$ cat src/rtl/swf_defs.svh
/*
  Constants for the selective-wake frame configuration bank: register
  offsets, field positions, reset values and filter timing counts.
  Assumes the includer uses them with the widths noted beside each.
*/
`ifndef SWF_DEFS_SVH
`define SWF_DEFS_SVH

// Register offsets on the 7-bit serial register port
`define SWF_ADDR_PAYLOAD_BYTE_ONE 7'h32
`define SWF_ADDR_PAYLOAD_BYTE_ZERO 7'h33
`define SWF_ADDR_FD_TOLERANCE_CONFIG 7'h34
`define SWF_ADDR_WAKE_OSC_FINE_TRIM 7'h38
`define SWF_ADDR_WAKE_OPTIONS_COARSE_TRIM 7'h39
`define SWF_ADDR_OSC_CALIBRATION_HIGH 7'h3a
`define SWF_ADDR_OSC_CALIBRATION_LOW 7'h3b

// Field positions in the FD tolerance configuration register
`define SWF_FD_ENABLE_BIT 0
`define SWF_DOMINANT_FILTER_TIME_LSB 1
`define SWF_DOMINANT_FILTER_TIME_MSB 3
`define SWF_FD_BYPASS_BIT 4
`define SWF_FD_SUSPEND_BIT 5

// Field positions in the options register
`define SWF_OPT_COARSE_LSB 0
`define SWF_OPT_COARSE_MSB 4
`define SWF_OPT_RX_SELECT_BIT 7

// Trim key value that unlocks the trim and receiver fields
`define SWF_TRIM_KEY_OPEN 2'h3

// Reset values
`define SWF_RESET_PAYLOAD 8'h00
`define SWF_RESET_FD_CONFIG 8'h00
// Per-field reset values of the FD configuration, options, trim and calibration registers
`define SWF_RESET_FD_ENABLE 1'b0
`define SWF_RESET_DOMINANT_FILTER_TIME 3'h0
`define SWF_RESET_FD_BYPASS 1'b0
`define SWF_RESET_FD_SUSPEND 1'b0
`define SWF_RESET_RX_SELECT 1'b0
`define SWF_RESET_FINE_TRIM 8'h00
`define SWF_RESET_COARSE_TRIM 5'h00
`define SWF_RESET_CALIBRATION 8'h00

// Clock rate and dominant filter times
`define SWF_CLK_MHZ 25
`define SWF_FILT_T0_NS 50
`define SWF_FILT_T1_NS 100
`define SWF_FILT_T2_NS 150
`define SWF_FILT_T3_NS 200
`define SWF_FILT_T4_NS 250
`define SWF_FILT_T5_NS 300
`define SWF_FILT_T6_NS 380
`define SWF_FILT_T7_NS 387
// Least time, rounded up to whole clock cycles
`define SWF_NS_TO_CYC(t) ((((t) * `SWF_CLK_MHZ) + 999) / 1000)

`endif

$ cat src/rtl/swf_pkg.sv
/*
  Types shared by the selective-wake frame configuration bank.
  Assumes nothing of its surroundings.
*/
package swf_pkg;

  typedef enum logic [2:0] {
    SWF_FILT_RECESSIVE = 3'b001,
    SWF_FILT_COUNTING = 3'b010,
    SWF_FILT_DOMINANT = 3'b100
  } swf_filt_state_type;

  typedef logic [7:0] swf_byte_type;

endpackage

$ cat src/rtl/swf_cmp_if.sv
/*
  Carries one reference byte and one received byte to a byte comparator
  and brings its verdict back. Assumes one instance per payload byte.
*/
`timescale 1ns/1ps
interface swf_cmp_if;
  swf_pkg::swf_byte_type ref_byte;
  swf_pkg::swf_byte_type rx_byte;
  logic [3:0] dlc;
  logic used;
  logic equal;

  modport bank (
    output ref_byte,
    output rx_byte,
    output dlc,
    input used,
    input equal
  );

  modport engine (
    input ref_byte,
    input rx_byte,
    input dlc,
    output used,
    output equal
  );
endinterface

$ cat src/rtl/swf_byte_match.sv
/*
  Compares one received payload byte with its reference byte and tells
  whether the frame's length code makes that byte take part.
  Assumes the bank drives the interface from the same clock.
*/
`timescale 1ns/1ps
module swf_byte_match #(
  parameter int BYTE_INDEX = 0
) (
  swf_cmp_if.engine cmp
);

  // Codes 8 and above all mean eight bytes, so a plain compare suffices
  always_comb begin
    cmp.used = ({28'h000_0000, cmp.dlc} > BYTE_INDEX);
    cmp.equal = (cmp.ref_byte == cmp.rx_byte);
  end

endmodule

$ cat src/rtl/swf_config_bank.sv
/*
  Selective-wake frame configuration bank: payload reference bytes, FD
  tolerant-mode controls with the digital dominant filter, key-guarded
  oscillator trim, wake receiver select and calibration read-back.
  Assumes a serial register engine on the same clock presents decoded
  accesses, the trim key comes from another register of the device, and
  the receive pin is asynchronous to clk.
*/
`timescale 1ns/1ps
`include "swf_defs.svh"

module swf_config_bank #(
  parameter logic [7:0] FINE_TRIM_RESET = `SWF_RESET_FINE_TRIM,
  parameter logic [4:0] COARSE_TRIM_RESET = `SWF_RESET_COARSE_TRIM
) (
  input wire logic clk,
  input wire logic reset,
  input wire logic [6:0] reg_addr,
  input wire logic reg_write,
  input wire logic reg_read,
  input wire logic [7:0] reg_wdata,
  output logic [7:0] reg_rdata,
  input wire logic [1:0] trim_key,
  input wire logic bus_silence_expired,
  input wire logic [7:0] calibration_result_high,
  input wire logic [7:0] calibration_result_low,
  input wire logic rx_frame_valid,
  input wire logic [3:0] rx_dlc,
  input wire logic [7:0] rx_payload_byte_zero,
  input wire logic [7:0] rx_payload_byte_one,
  output logic payload_match,
  output logic payload_match_valid,
  input wire logic rx_dominant_pin,
  output logic rx_dominant_filtered,
  output logic fd_tolerant_enable,
  output logic error_counter_hold,
  output logic analog_filter_bypass,
  output logic [7:0] oscillator_trim_fine,
  output logic [4:0] oscillator_trim_coarse,
  output logic wake_receiver_select
);

  swf_pkg::swf_byte_type payload_byte_one_r, payload_byte_one_nxt;
  swf_pkg::swf_byte_type payload_byte_zero_r, payload_byte_zero_nxt;
  logic fd_enable_r, fd_enable_nxt;
  logic [2:0] filter_code_r, filter_code_nxt;
  logic bypass_r, bypass_nxt;
  logic suspend_r, suspend_nxt;
  logic [7:0] fine_trim_r, fine_trim_nxt;
  logic [4:0] coarse_trim_r, coarse_trim_nxt;
  logic rx_select_r, rx_select_nxt;
  logic [7:0] cal_high_r, cal_low_r;
  logic [7:0] rdata_r, rdata_nxt;
  logic key_open;

  // Calibration results are sampled so the read path sees a settled word
  always_ff @(posedge clk) begin
    if (reset) begin
      cal_high_r <= `SWF_RESET_CALIBRATION;
      cal_low_r <= `SWF_RESET_CALIBRATION;
    end else begin
      cal_high_r <= calibration_result_high;
      cal_low_r <= calibration_result_low;
    end
  end

  assign key_open = (trim_key == `SWF_TRIM_KEY_OPEN);

  always_comb begin
    payload_byte_one_nxt = payload_byte_one_r;
    payload_byte_zero_nxt = payload_byte_zero_r;
    fd_enable_nxt = fd_enable_r;
    filter_code_nxt = filter_code_r;
    bypass_nxt = bypass_r;
    suspend_nxt = suspend_r;
    fine_trim_nxt = fine_trim_r;
    coarse_trim_nxt = coarse_trim_r;
    rx_select_nxt = rx_select_r;
    if (reg_write) begin
      case (reg_addr)
        `SWF_ADDR_PAYLOAD_BYTE_ONE: begin
          payload_byte_one_nxt = reg_wdata;
        end
        `SWF_ADDR_PAYLOAD_BYTE_ZERO: begin
          payload_byte_zero_nxt = reg_wdata;
        end
        `SWF_ADDR_FD_TOLERANCE_CONFIG: begin
          fd_enable_nxt = reg_wdata[`SWF_FD_ENABLE_BIT];
          filter_code_nxt = reg_wdata[`SWF_DOMINANT_FILTER_TIME_MSB:`SWF_DOMINANT_FILTER_TIME_LSB];
          bypass_nxt = reg_wdata[`SWF_FD_BYPASS_BIT];
          suspend_nxt = reg_wdata[`SWF_FD_SUSPEND_BIT];
        end
        `SWF_ADDR_WAKE_OSC_FINE_TRIM: begin
          if (key_open) begin
            fine_trim_nxt = reg_wdata;
          end
        end
        `SWF_ADDR_WAKE_OPTIONS_COARSE_TRIM: begin
          if (key_open) begin
            coarse_trim_nxt = reg_wdata[`SWF_OPT_COARSE_MSB:`SWF_OPT_COARSE_LSB];
            rx_select_nxt = reg_wdata[`SWF_OPT_RX_SELECT_BIT];
          end
        end
        // Calibration registers and unmapped offsets drop the write
        default: begin
          payload_byte_one_nxt = payload_byte_one_r;
        end
      endcase
    end
    // Timeout wins over a software write in the same cycle
    if (bus_silence_expired) begin
      suspend_nxt = 1'b0;
    end
  end

  always_ff @(posedge clk) begin
    if (reset) begin
      payload_byte_one_r <= `SWF_RESET_PAYLOAD;
      payload_byte_zero_r <= `SWF_RESET_PAYLOAD;
      fd_enable_r <= `SWF_RESET_FD_ENABLE;
      filter_code_r <= `SWF_RESET_DOMINANT_FILTER_TIME;
      bypass_r <= `SWF_RESET_FD_BYPASS;
      suspend_r <= `SWF_RESET_FD_SUSPEND;
      fine_trim_r <= FINE_TRIM_RESET;
      coarse_trim_r <= COARSE_TRIM_RESET;
      rx_select_r <= `SWF_RESET_RX_SELECT;
    end else begin
      payload_byte_one_r <= payload_byte_one_nxt;
      payload_byte_zero_r <= payload_byte_zero_nxt;
      fd_enable_r <= fd_enable_nxt;
      filter_code_r <= filter_code_nxt;
      bypass_r <= bypass_nxt;
      suspend_r <= suspend_nxt;
      fine_trim_r <= fine_trim_nxt;
      coarse_trim_r <= coarse_trim_nxt;
      rx_select_r <= rx_select_nxt;
    end
  end

  // Read data is registered: valid the cycle after the read strobe
  always_comb begin
    rdata_nxt = rdata_r;
    if (reg_read) begin
      case (reg_addr)
        `SWF_ADDR_PAYLOAD_BYTE_ONE: rdata_nxt = payload_byte_one_r;
        `SWF_ADDR_PAYLOAD_BYTE_ZERO: rdata_nxt = payload_byte_zero_r;
        `SWF_ADDR_FD_TOLERANCE_CONFIG: begin
          rdata_nxt = {2'b00, suspend_r, bypass_r, filter_code_r, fd_enable_r};
        end
        `SWF_ADDR_WAKE_OSC_FINE_TRIM: rdata_nxt = fine_trim_r;
        `SWF_ADDR_WAKE_OPTIONS_COARSE_TRIM: begin
          rdata_nxt = {rx_select_r, 2'b00, coarse_trim_r};
        end
        `SWF_ADDR_OSC_CALIBRATION_HIGH: rdata_nxt = cal_high_r;
        `SWF_ADDR_OSC_CALIBRATION_LOW: rdata_nxt = cal_low_r;
        default: rdata_nxt = 8'h00;
      endcase
    end
  end

  always_ff @(posedge clk) begin
    if (reset) begin
      rdata_r <= 8'h00;
    end else begin
      rdata_r <= rdata_nxt;
    end
  end

  assign reg_rdata = rdata_r;

  // Payload compare against the reference bytes
  swf_cmp_if cmp_zero ();
  swf_cmp_if cmp_one ();

  assign cmp_zero.ref_byte = payload_byte_zero_r;
  assign cmp_zero.rx_byte = rx_payload_byte_zero;
  assign cmp_zero.dlc = rx_dlc;
  assign cmp_one.ref_byte = payload_byte_one_r;
  assign cmp_one.rx_byte = rx_payload_byte_one;
  assign cmp_one.dlc = rx_dlc;

  swf_byte_match #(.BYTE_INDEX(0)) u_match_zero (.cmp(cmp_zero));
  swf_byte_match #(.BYTE_INDEX(1)) u_match_one (.cmp(cmp_one));

  logic match_r, match_nxt;
  logic match_valid_r, match_valid_nxt;

  always_comb begin
    match_nxt = match_r;
    match_valid_nxt = rx_frame_valid;
    if (rx_frame_valid) begin
      // A byte beyond the frame's length cannot spoil the match
      match_nxt = (!cmp_zero.used || cmp_zero.equal) && (!cmp_one.used || cmp_one.equal);
    end
  end

  always_ff @(posedge clk) begin
    if (reset) begin
      match_r <= 1'b0;
      match_valid_r <= 1'b0;
    end else begin
      match_r <= match_nxt;
      match_valid_r <= match_valid_nxt;
    end
  end

  assign payload_match = match_r;
  assign payload_match_valid = match_valid_r;

  // Digital dominant filter on the synchronised receive pin
  localparam logic [3:0] FILT_CYC0 = 4'(`SWF_NS_TO_CYC(`SWF_FILT_T0_NS));
  localparam logic [3:0] FILT_CYC1 = 4'(`SWF_NS_TO_CYC(`SWF_FILT_T1_NS));
  localparam logic [3:0] FILT_CYC2 = 4'(`SWF_NS_TO_CYC(`SWF_FILT_T2_NS));
  localparam logic [3:0] FILT_CYC3 = 4'(`SWF_NS_TO_CYC(`SWF_FILT_T3_NS));
  localparam logic [3:0] FILT_CYC4 = 4'(`SWF_NS_TO_CYC(`SWF_FILT_T4_NS));
  localparam logic [3:0] FILT_CYC5 = 4'(`SWF_NS_TO_CYC(`SWF_FILT_T5_NS));
  localparam logic [3:0] FILT_CYC6 = 4'(`SWF_NS_TO_CYC(`SWF_FILT_T6_NS));
  localparam logic [3:0] FILT_CYC7 = 4'(`SWF_NS_TO_CYC(`SWF_FILT_T7_NS));

  logic dom_meta_r, dom_sync_r;
  logic [3:0] need_cyc;
  logic [3:0] filt_cnt_r, filt_cnt_nxt;
  logic filt_out_r, filt_out_nxt;
  swf_pkg::swf_filt_state_type filt_state_r, filt_state_nxt;

  always_ff @(posedge clk) begin
    if (reset) begin
      dom_meta_r <= 1'b0;
      dom_sync_r <= 1'b0;
    end else begin
      dom_meta_r <= rx_dominant_pin;
      dom_sync_r <= dom_meta_r;
    end
  end

  always_comb begin
    case (filter_code_r)
      3'h0: need_cyc = FILT_CYC0;
      3'h1: need_cyc = FILT_CYC1;
      3'h2: need_cyc = FILT_CYC2;
      3'h3: need_cyc = FILT_CYC3;
      3'h4: need_cyc = FILT_CYC4;
      3'h5: need_cyc = FILT_CYC5;
      3'h6: need_cyc = FILT_CYC6;
      default: need_cyc = FILT_CYC7;
    endcase
  end

  // Independent of the analog bypass bit, which only steers the front end
  always_comb begin
    filt_state_nxt = filt_state_r;
    filt_cnt_nxt = filt_cnt_r;
    case (filt_state_r)
      swf_pkg::SWF_FILT_RECESSIVE: begin
        filt_cnt_nxt = 4'h1;
        if (dom_sync_r) begin
          filt_state_nxt = (need_cyc <= 4'h1) ? swf_pkg::SWF_FILT_DOMINANT
                                              : swf_pkg::SWF_FILT_COUNTING;
        end
      end
      swf_pkg::SWF_FILT_COUNTING: begin
        if (!dom_sync_r) begin
          filt_state_nxt = swf_pkg::SWF_FILT_RECESSIVE;
        end else if (filt_cnt_r + 4'h1 >= need_cyc) begin
          filt_state_nxt = swf_pkg::SWF_FILT_DOMINANT;
        end else begin
          filt_cnt_nxt = filt_cnt_r + 4'h1;
        end
      end
      swf_pkg::SWF_FILT_DOMINANT: begin
        if (!dom_sync_r) begin
          filt_state_nxt = swf_pkg::SWF_FILT_RECESSIVE;
        end
      end
      default: begin
        filt_state_nxt = swf_pkg::SWF_FILT_RECESSIVE;
      end
    endcase
    // Outside FD tolerant mode the pin passes straight through
    if (fd_enable_r) begin
      filt_out_nxt = (filt_state_nxt == swf_pkg::SWF_FILT_DOMINANT);
    end else begin
      filt_out_nxt = dom_sync_r;
    end
  end

  always_ff @(posedge clk) begin
    if (reset) begin
      filt_state_r <= swf_pkg::SWF_FILT_RECESSIVE;
      filt_cnt_r <= 4'h1;
      filt_out_r <= 1'b0;
    end else begin
      filt_state_r <= filt_state_nxt;
      filt_cnt_r <= filt_cnt_nxt;
      filt_out_r <= filt_out_nxt;
    end
  end

  assign rx_dominant_filtered = filt_out_r;

  // Control outputs
  assign fd_tolerant_enable = fd_enable_r;
  assign error_counter_hold = suspend_r & fd_enable_r;
  assign analog_filter_bypass = bypass_r;
  assign oscillator_trim_fine = fine_trim_r;
  assign oscillator_trim_coarse = coarse_trim_r;
  assign wake_receiver_select = rx_select_r;

endmodule

$ cat config.mk
export PLATFORM = sky130hd
export DESIGN_NAME = swf_config_bank
export DESIGN_NICKNAME = d
export VERILOG_FILES = /design/src/rtl/swf_pkg.sv /design/src/rtl/swf_cmp_if.sv /design/src/rtl/swf_byte_match.sv /design/src/rtl/swf_config_bank.sv
export VERILOG_INCLUDE_DIRS = /design/src /design/src/rtl
export SDC_FILE = /design/constraint.sdc
export NUM_CORES = 1
export LEC_CHECK = 0
export ABC_CLOCK_PERIOD_IN_PS = 5760
export BUFFER_PORTS_ARGS = -buffer_cell sky130_fd_sc_hd__buf_2
export CAP_MARGIN = 15
export CORE_MARGIN = 2
export CORE_UTILIZATION = 54
export DETAILED_ROUTE_END_ITERATION = 8
export HOLD_SLACK_MARGIN = 0.05
export PLACE_DENSITY = 0.81
export SYNTH_ARGS = -nofsm -noshare
export SYNTH_HDL_FRONTEND = slang
export SYNTH_SLANG_ARGS = --single-unit
$ cat constraint.sdc
create_clock -name clk -period 5.76 [get_ports clk]
set_input_delay 0.864 -clock clk [delete_from_list [all_inputs] [get_ports clk]]
set_output_delay 0.864 -clock clk [all_outputs]
set_load 0.02 [all_outputs]
Word level (Yosys, flattened, before mapping) --
Cells that the tools add are included.
Cells by class: add/sub/neg operators 1, multipliers 0, divide/modulo/power cells 0, order comparisons 4, eq/ne operators 21, shift operators 0, multiplexer cells 12, bitwise logic cells 1, reduce and logical (&&, ||, !) cells 14
Operator list (number):
- $pmux 8 s7 | 1
- $eq 7x6->1 const B | 7
- $pmux 4 s6 | 1
- $eq 8x8->1 | 2
- $mux 3 | 5
- $eq 3x3->1 const B | 4
- $eq 3x2->1 const B | 3
- $pmux 3 s3 | 1
- $reduce_and 3->1 | 3
- $gt 4x1->1 const B | 2
- $mux 4 | 2
- $pmux 4 s2 | 1
- $eq 3x1->1 const B | 2
- $reduce_and 2->1 | 3
- $add 4x1->4 const B | 1
- $ge 4x4->1 | 1
- $le 4x1->1 const B | 1
- $ne 2x2->1 const B | 2
- $logic_not 3->1 | 1
- $eq 2x2->1 const B | 1
- $logic_not 1->1 | 2
- $logic_or 1x1->1 | 2
- $reduce_bool 2->1 | 1
- $reduce_or 2->1 | 1
- 3 further kinds | 3
Word-level totals: register bits after elaboration 72, latch bits 0, memory bits (writable) 0, ROM bits 0, input port bits 60, output and inout bits 28, memories kept 0

Logic depth before layout (Yosys ltp) --
Gate-level depths: netlist (run 1).
depth after elaboration 8, mapped depth 8

By module --
From an unflattened synthesis (run 1), not the netlist that was laid out.
Second synthesis, totals: cells, all modules 365, area, all modules 3379.5 um^2
By module, submodules not included:
- swf_config_bank | instances 1, cells each 341, area each 3193.1 um^2
- swf_byte_match (u_match_zero) | instances 1, cells each 12, area each 93.8 um^2
- swf_byte_match (u_match_one) | instances 1, cells each 12, area each 92.6 um^2

Worst setup path after synthesis (run 1) --
Ideal clock, no wire load.
kind input-to-reg, from in reg_addr[1], to reg fine_trim_r[0], in the netlist oscillator_trim_fine[0], library setup time 0.128 ns, arrival 2.042 ns, required time 5.632 ns, slack 3.590 ns, stages on the path 5, path buffers 2, path through buf_4 -> buf_2 -> nor4_4 -> mux2i_1 -> nor2_1
Between the ends: longest elaborated chain between the ends 2
RTL lines:
- start, declared | line swf_config_bank.sv:18 | input wire logic [6:0] reg_addr,
- $eq 7x6->1 | line swf_config_bank.sv:80 | case (reg_addr)
- $reduce_and 3->1 (no source line)
- end signal, assigned | line swf_config_bank.sv:134 | fine_trim_r <= fine_trim_nxt;
- end, declared | line swf_config_bank.sv:49 | logic [7:0] fine_trim_r, fine_trim_nxt;
Every way passes these cells. A chain may end at the register's enable or synchronous reset.

Worst setup path in the final report (run 1) --
from in reg_addr[6], to reg fine_trim_r[4], in the netlist oscillator_trim_fine[4]
Same word-level chain as after synthesis.

==> results of run 1 <==
cells by family (layout without fill, tap and decap cells):
family                   count (synthesis)  in the layout
flip-flops                              72             72
AND/OR/NAND/NOR                        132            132
adder cells (fa/ha/maj)                  5              5
buffers and inverters                   25            109
XOR/XNOR                                20             20
multiplexers                            49             49
AO/OA/AOI/OAI                           49             49
layout make-up:
class | instances | area (sq um)
Fill cell | 488 | 1980
Multi-Input combinational cell | 255 | 1850
Sequential cell | 72 | 1440
Timing Repair Buffer | 88 | 443
Clock buffer | 15 | 166
Tap cell | 75 | 93.8
Inverter | 6 | 22.5
layer usage:
| layer | vias to the layer above | track usage, % | share of wire [%] |
|---|---|---|---|
| li1 | 1410 | - | - |
| met1 | 1348 | 31.4 | 45 |
| met4 | 0 | 9.54 | 1.6 |
| met5 | - | 0 | 0 |
| met2 | 104 | 38.2 | 47 |
| met3 | 10 | 4.87 | 6.0 |
power groups by stage:
stage | Clock, mW | Combinational (mW) | Sequential [mW]
6_report | 0.346 | 0.0736 | 0.509
5_1_grt | 0.373 | 0.0802 | 0.509
4_1_cts | 0.350 | 0.0737 | 0.509
3_5_place_dp | 0 | 0.0734 | 0.520
3_3_place_gp | 0 | 0.0721 | 0.520
2_1_floorplan | 0 | 0.0417 | 0.520
placed cells by master, fill, tap and decap left out, types with 2 or more instances in the layout:
cell type,count
buf_2,87
and3_1,2
a22o_1,2
nand2_1,26
and3_2,2
nor3_1,4
xnor2_1,18
nand3b_1,3
mux4_2,3
nor2_1,38
nand4_1,4
nor3b_1,2
nand3_1,12
or3_1,3
a21oi_1,13
o2111ai_1,2
o211ai_1,2
o22ai_1,3
a22oi_1,4
a222oi_1,2
a221oi_1,5
clkbuf_1,4
xor2_1,2
o21ai_0,8
nand2b_1,2
mux2_2,8
ha_1,5
a21o_1,3
nor2b_1,22
a2bb2oi_1,3
mux2i_1,37
inv_1,6
clkbuf_8,11
dfxtp_1,72
through the flow:
stage | cells | power, mW
global placement | 496 | 0.592
detailed placement | 496 | 0.594
finish | 511 | 0.929
CTS | 511 | 0.933
global route | 511 | 0.963
floorplan | 352 | 0.561
sequential cells by signal (all words and copies together) (netlist names), 3 cells and up:
signal	cells
oscillator_trim_coarse	5
filt_cnt_r	4
cal_high_r	8
cmp_one.ref_byte	8
cmp_zero.ref_byte	8
filt_state_r	3
filter_code_r	3
oscillator_trim_fine	8
cal_low_r	8
reg_rdata	8
worst paths after layout:
path / from / end / slack (ps) / cells past startpoint
max: reg_addr[6] / oscillator_trim_fine[4] / 3440 / 6
min: dom_sync_r / filt_state_r[0] / 420 / 1
max reg2reg: filter_code_r[2] / filt_cnt_r[3] / 3530 / 7
min reg2reg: dom_sync_r / filt_state_r[0] / 420 / 1
cell usage after synthesis, types with 2 or more instances:
library cell	number	share of area (%)
dfxtp_1	72	42
nor2_1	38	4.2
mux2i_1	37	11
nand2_1	26	2.9
nor2b_1	22	4.0
xnor2_1	18	4.6
a21oi_1	13	1.9
nand3_1	12	1.8
clkbuf_1	9	0.99
mux2_2	8	2.6
o21ai_0	8	1.2
buf_2	6	0.88
inv_1	6	0.66
a221oi_1	5	1.3
ha_1	5	1.8
a22oi_1	4	0.88
nand4_1	4	0.74
nor3_1	4	0.59
a21o_1	3	0.66
a2bb2oi_1	3	0.77
mux4_2	3	2.0
nand3b_1	3	0.66
o22ai_1	3	0.55
or3_1	3	0.55
a222oi_1	2	0.59
a22o_1	2	0.51
and3_1	2	0.37
and3_2	2	0.44
nand2b_1	2	0.37
nor3b_1	2	0.44
o2111ai_1	2	0.51
o211ai_1	2	0.44
xor2_1	2	0.51
worst max-delay path, stage by stage:
cell     delay (ps)
buf_2           100
and3b_2         290
nand3_4         120
nor4_4          770
mux2i_1         300
nor2_1           60
==> results.toml, run 1 <==
[route]
drt_iter0_markers = 273
drc = 0
routed_via_density = 5.62
finalWirelength_microns = 8110
detail_route.first_pass.iterations = 5
routedWlPerCell_microns = 15.9
vias = 2872
postRouteAntennaNets = 0

[floorplan]
core_area_sq_um = 5990
die_h_microns = 83.4
initial_core_util_pct = 56.8
die-area_sq_um = 6950
io_pins = 88
die_width_microns = 83.4
num_rows = 28

[sta]
slew_headroom_pct = 40.6
finalHoldViolations = 0
setup_slack_ps = 3440
whs_ps = 423
report.final.slew_viol_count = 0
setup_tns_ps = 0
finalClockSkew_ps = 10.1
setup_viol = 0
worst_pin_slew_ps = 885
clock.fmax_mhz = 431
fin_crit_ps = 2320
post-route-period-util_pct = 40.3
rsz0062_at_grt = "false"

[pwr]
p_leak_nw = 1.74
power_density_nw_per_um2 = 231
vdd_ir_drop_max_mv = 0.167
combPwrFrac_pct = 7.9
p_switching_mw = 0.211
p_clk_share_pct = 37.3
switching_share_pct = 22.7
p_int_mw = 0.718
power.share.sequential_pct = 54.8

[critical_path]
cp_data_arrival_time_ps = 2510
end_kind = "flip-flop"
critical_path_class = "in -> reg"
cp-start-kind = "input port"
worstPathRequired_ps = 5950
path_max_fanout = 8

[synth]
synth-seq-area-share_pct = 42.4
yosys_warnings = 0
synthFlopType = "dfxtp_1"
syn-num-nets = 417
synth_edf_count = 0
syn_inst = 352
syn_area_sq_um = 3400
ys_types = 52
synth_xor_area_share_pct = 5.15
synth_top_family_by_area = "simple AND/OR/NAND/NOR gates"
synth_compound_area_share_pct = 9.71
avgSynthCellArea_sq_um = 9.67
ys_ff_latch = 72
synth_mux_area_share_pct = 16.3
synth_fa_ha_area_share_pct = 1.84
synth-simple-area-share_pct = 21.3
synthArstFlopShare_pct = 0

[layout]
nNetsFinal = 497
final_layout_size_suffix_gt1_share_pct = 27.1
final_util_pct = 67.0
fin_area_sq_um = 4020
syn_to_final_growth_pct = 18.0
antennaDiodeCount = 0

[grt]
grt_pass1_vias = 2784
grtUsageTotal_pct = 23.8
grt_start_max_net_pins = 71
grt_pass1_wl_microns = 13300
grt_antenna_before_repair = 0
gr-total-overflow = 0

[clocking]
clkLatencyLatePin_ps = 330
ctsHtreeMaxLevel = 3
cts_tree = "yes"
root_buffer = "clkbuf_8"
cts_resized = 0
post_cts_buffers = 0
cts_buffers = 9
clk_path_buf_depth = 2
cts_hold_buf = 0
clk_pin_slew_ps = 70
clock_sinks = 72

[worst_hold_path]
hp-class = "reg -> reg"

[flow_run]
drv_cap = 0

[placed_design]
placed_area_sq_um = 3850
pre_cts_ws_ps = 3160
place_congestion = 0.852
numPortBuffers = 87
dp_hpwl_microns = 5980

[outcome]
status = "completed"
(Power assumes the default switching activity.)
==> run 2, diff against run 1 <==
ABC_AREA = 1   (was unset)
ABC_CLOCK_PERIOD_IN_PS = 2100   (was 5760)
CORE_UTILIZATION = 48   (was 54)
PLACE_DENSITY = 0.76   (was 0.81)
clock period = 2.1 ns   (was 5.76 ns; I/O delays follow)
==> results.toml, run 2 <==
[critical_path]
worst_path_largest_cell_delay_ps = 350
critPathSlowestCell = "dfxtp_1"
reg2reg_from = "filt_cnt_r[0]"
path_max_fanout = 7
rrSetupSlack_ps = 220
cpMostUsedCell = "nand2_1"
cp-start-kind = "flip-flop"
reg2reg_to = "filt_cnt_r[0]"
crit_chain = "ha_1, or2_2, nand2_1, ha_1, nand2_1, o21bai_1, nand3_2, nand2_1, o21ai_0, nand3_1"
cp_data_arrival_time_ps = 2170
worstPathRequired_ps = 2390
critical_path_class = "reg -> reg"
rr_worst_depth = 10
end_kind = "flip-flop"

[worst_hold_path]
holdPathEnd = "cal_high_r[1]"
hold_start = "calibration_result_high[1]"
hold-path-cell-count = 3
hp-class = "in -> reg"

[sta]
worst_pin_slew_ps = 566
post-route-period-util_pct = 89.5
rsz0062_at_grt = "false"
report.final.slew_viol_count = 0
setup_tns_ps = 0
clock.fmax_mhz = 532
fin_crit_ps = 1880
finalClockSkew_ps = 8.00
setup_viol = 0
slew_headroom_pct = 62.2
finalHoldViolations = 0

[grt]
grtUsageTotal_pct = 22.5
grt_pass1_vias = 2940
gr-total-overflow = 0
grt_start_max_net_pins = 40
grt_pass1_wl_microns = 13400
grt_antenna_before_repair = 0

[synth]
avgSynthCellArea_sq_um = 7.21
yosysMostFrequentCell = "dfxtp_1"
synth_area_leaders = "dfxtp_1 42%, nand3_1 8.2%, a21oi_1 7.8%"
synth.largest_area_cell = "dfxtp_1"
synth_top_area_share_pct = 41.6
ys_types = 30
synthFlopType = "dfxtp_1"
syn-num-nets = 545
ys_ff_latch = 72
synthArstFlopShare_pct = 0
syn_area_sq_um = 3460
yosys_warnings = 0
synthTopCellsByCount = "72 x dfxtp_1, 66 x inv_1, 64 x nand2_1"
synth_edf_count = 0
syn_inst = 480
synth-seq-area-share_pct = 41.6

[route]
drt_iter0_markers = 121
wl_met1_microns = 3700
routed_via_density = 5.06
postRouteAntennaNets = 0
route.met3.wl_microns = 556
routedWlPerCell_microns = 12.9
wl_met2_microns = 4090
finalWirelength_microns = 8590
drc = 0
maxUsedRoutingLayer = "met4"
detail_route.first_pass.iterations = 5
vias = 3359

[floorplan]
num_rows = 30
initial_core_util_pct = 50.4
die_h_microns = 88.9
io_pins = 88
core_area_sq_um = 6870
die_width_microns = 88.9
die-area_sq_um = 7910

[placed_design]
place_congestion = 0.825
dp_hpwl_microns = 6440
numPortBuffers = 87

[clocking]
clkLatencyLatePin_ps = 360
cts_hold_buf = 0
clk_path_buf_depth = 2
clk_pin_slew_ps = 80
cts_tree = "yes"
cts_resized = 0
root_buffer = "clkbuf_8"
ctsHtreeMaxLevel = 3
clock_sinks = 72
cts_buffers = 9
post_cts_buffers = 0

[layout]
nNetsFinal = 628
antennaDiodeCount = 0
fillers = 651
final_cell_mix = "87 x buf_2, 72 x dfxtp_1, 66 x inv_1, 64 x nand2_1, 57 x nand3_1"
final_layout_size_suffix_gt1_share_pct = 23.1
final_common_cell = "buf_2"
final_util_pct = 60.6
syn_to_final_growth_pct = 20.2

[flow_run]
drv_cap = 0

[pwr]
vdd_ir_drop_max_mv = 0.339
power_density_nw_per_um2 = 657
p_leak_nw = 1.88

[outcome]
status = "completed"
==> run 2: cell types whose count changed after synthesis, moves of 6 or more <==
cell	change
mux2_2	-8
o21ai_0	+18
o21ai_1	+15
mux2i_1	-37
nor2_1	+13
a21oi_1	+41
nand3_1	+45
nand2_1	+38
inv_2	+6
inv_1	+60
nor2b_1	-22
==> run 2: metrics by stage <==
step	setup WS [ps]	total power [mW]	hold WS (ps)	cell area, sq um	cells
final	221	2.73	150	4160	664
after global placement	300	1.66	400	3970	648
after global routing	32.7	2.83	156	4160	664
after floorplan	388	1.56	388	3460	480
after CTS	221	2.75	146	4160	664
after detailed placement	247	1.66	402	3970	648
==> run 2: area by class of cell <==
class                           count  area [sq um]  area share (%)
Clock buffer                       11           141            3.40
Clock inverter                      5          56.3            1.35
Inverter                           72           270            6.49
Multi-Input combinational cell    317          1660            39.8
Sequential cell                    72          1440            34.6
Tap cell                           96           120            2.89
Timing Repair Buffer               91           478            11.5
==> run 2: logic make-up (layout without fill, tap and decap cells) <==
logic type / after synthesis / in the layout / share of synthesized area (%)
flip-flops: 72 / 72 / 41.6
buffers and inverters: 91 / 179 / 10.7
AND/OR/NAND/NOR: 196 / 196 / 27.0
AO/OA/AOI/OAI: 99 / 99 / 14.6
adder cells (fa/ha/maj): 5 / 5 / 1.81
XOR/XNOR: 17 / 17 / 4.30
==> run 2: worst max-delay path, delay by kind of cell, from the launching register on <==
family,cells,cell delay (ps)
compound gates,2,220
fa+ha+maj,2,450
flops,1,350
simple gates,6,790
==> run 2: routing by layer <==
metal / vias to the layer above / GRT usage, %
met2: 114 / 37.3
li1: 1709 / -
met3: 25 / 5.17
met5: - / 0
met4: 0 / 9.78
met1: 1511 / 28.1
==> run 2: power breakdown <==
group	internal, mW	leakage, nW	total [mW]	switching [mW]
Sequential	1.39	0.586	1.40	0.00994
Combinational	0.0923	1.19	0.233	0.141
Clock	0.579	0.0993	1.10	0.522
Total	2.06	1.88	2.73	0.672
==> run 2: how the worst max path moves through the flow <==
| stage | from | end | slack (ps) | cells after the start |
|---|---|---|---|---|
| after floorplan | filt_cnt_r[0] | filt_cnt_r[2] | 390 | 10 |
| after detailed placement | filt_cnt_r[0] | filt_cnt_r[0] | 250 | 10 |
| final | filt_cnt_r[0] | filt_cnt_r[0] | 220 | 10 |
| after global placement | filt_cnt_r[0] | filt_cnt_r[2] | 300 | 10 |
| after global routing | filt_cnt_r[0] | filt_cnt_r[0] | 30 | 10 |
| after CTS | filt_cnt_r[0] | filt_cnt_r[0] | 220 | 10 |
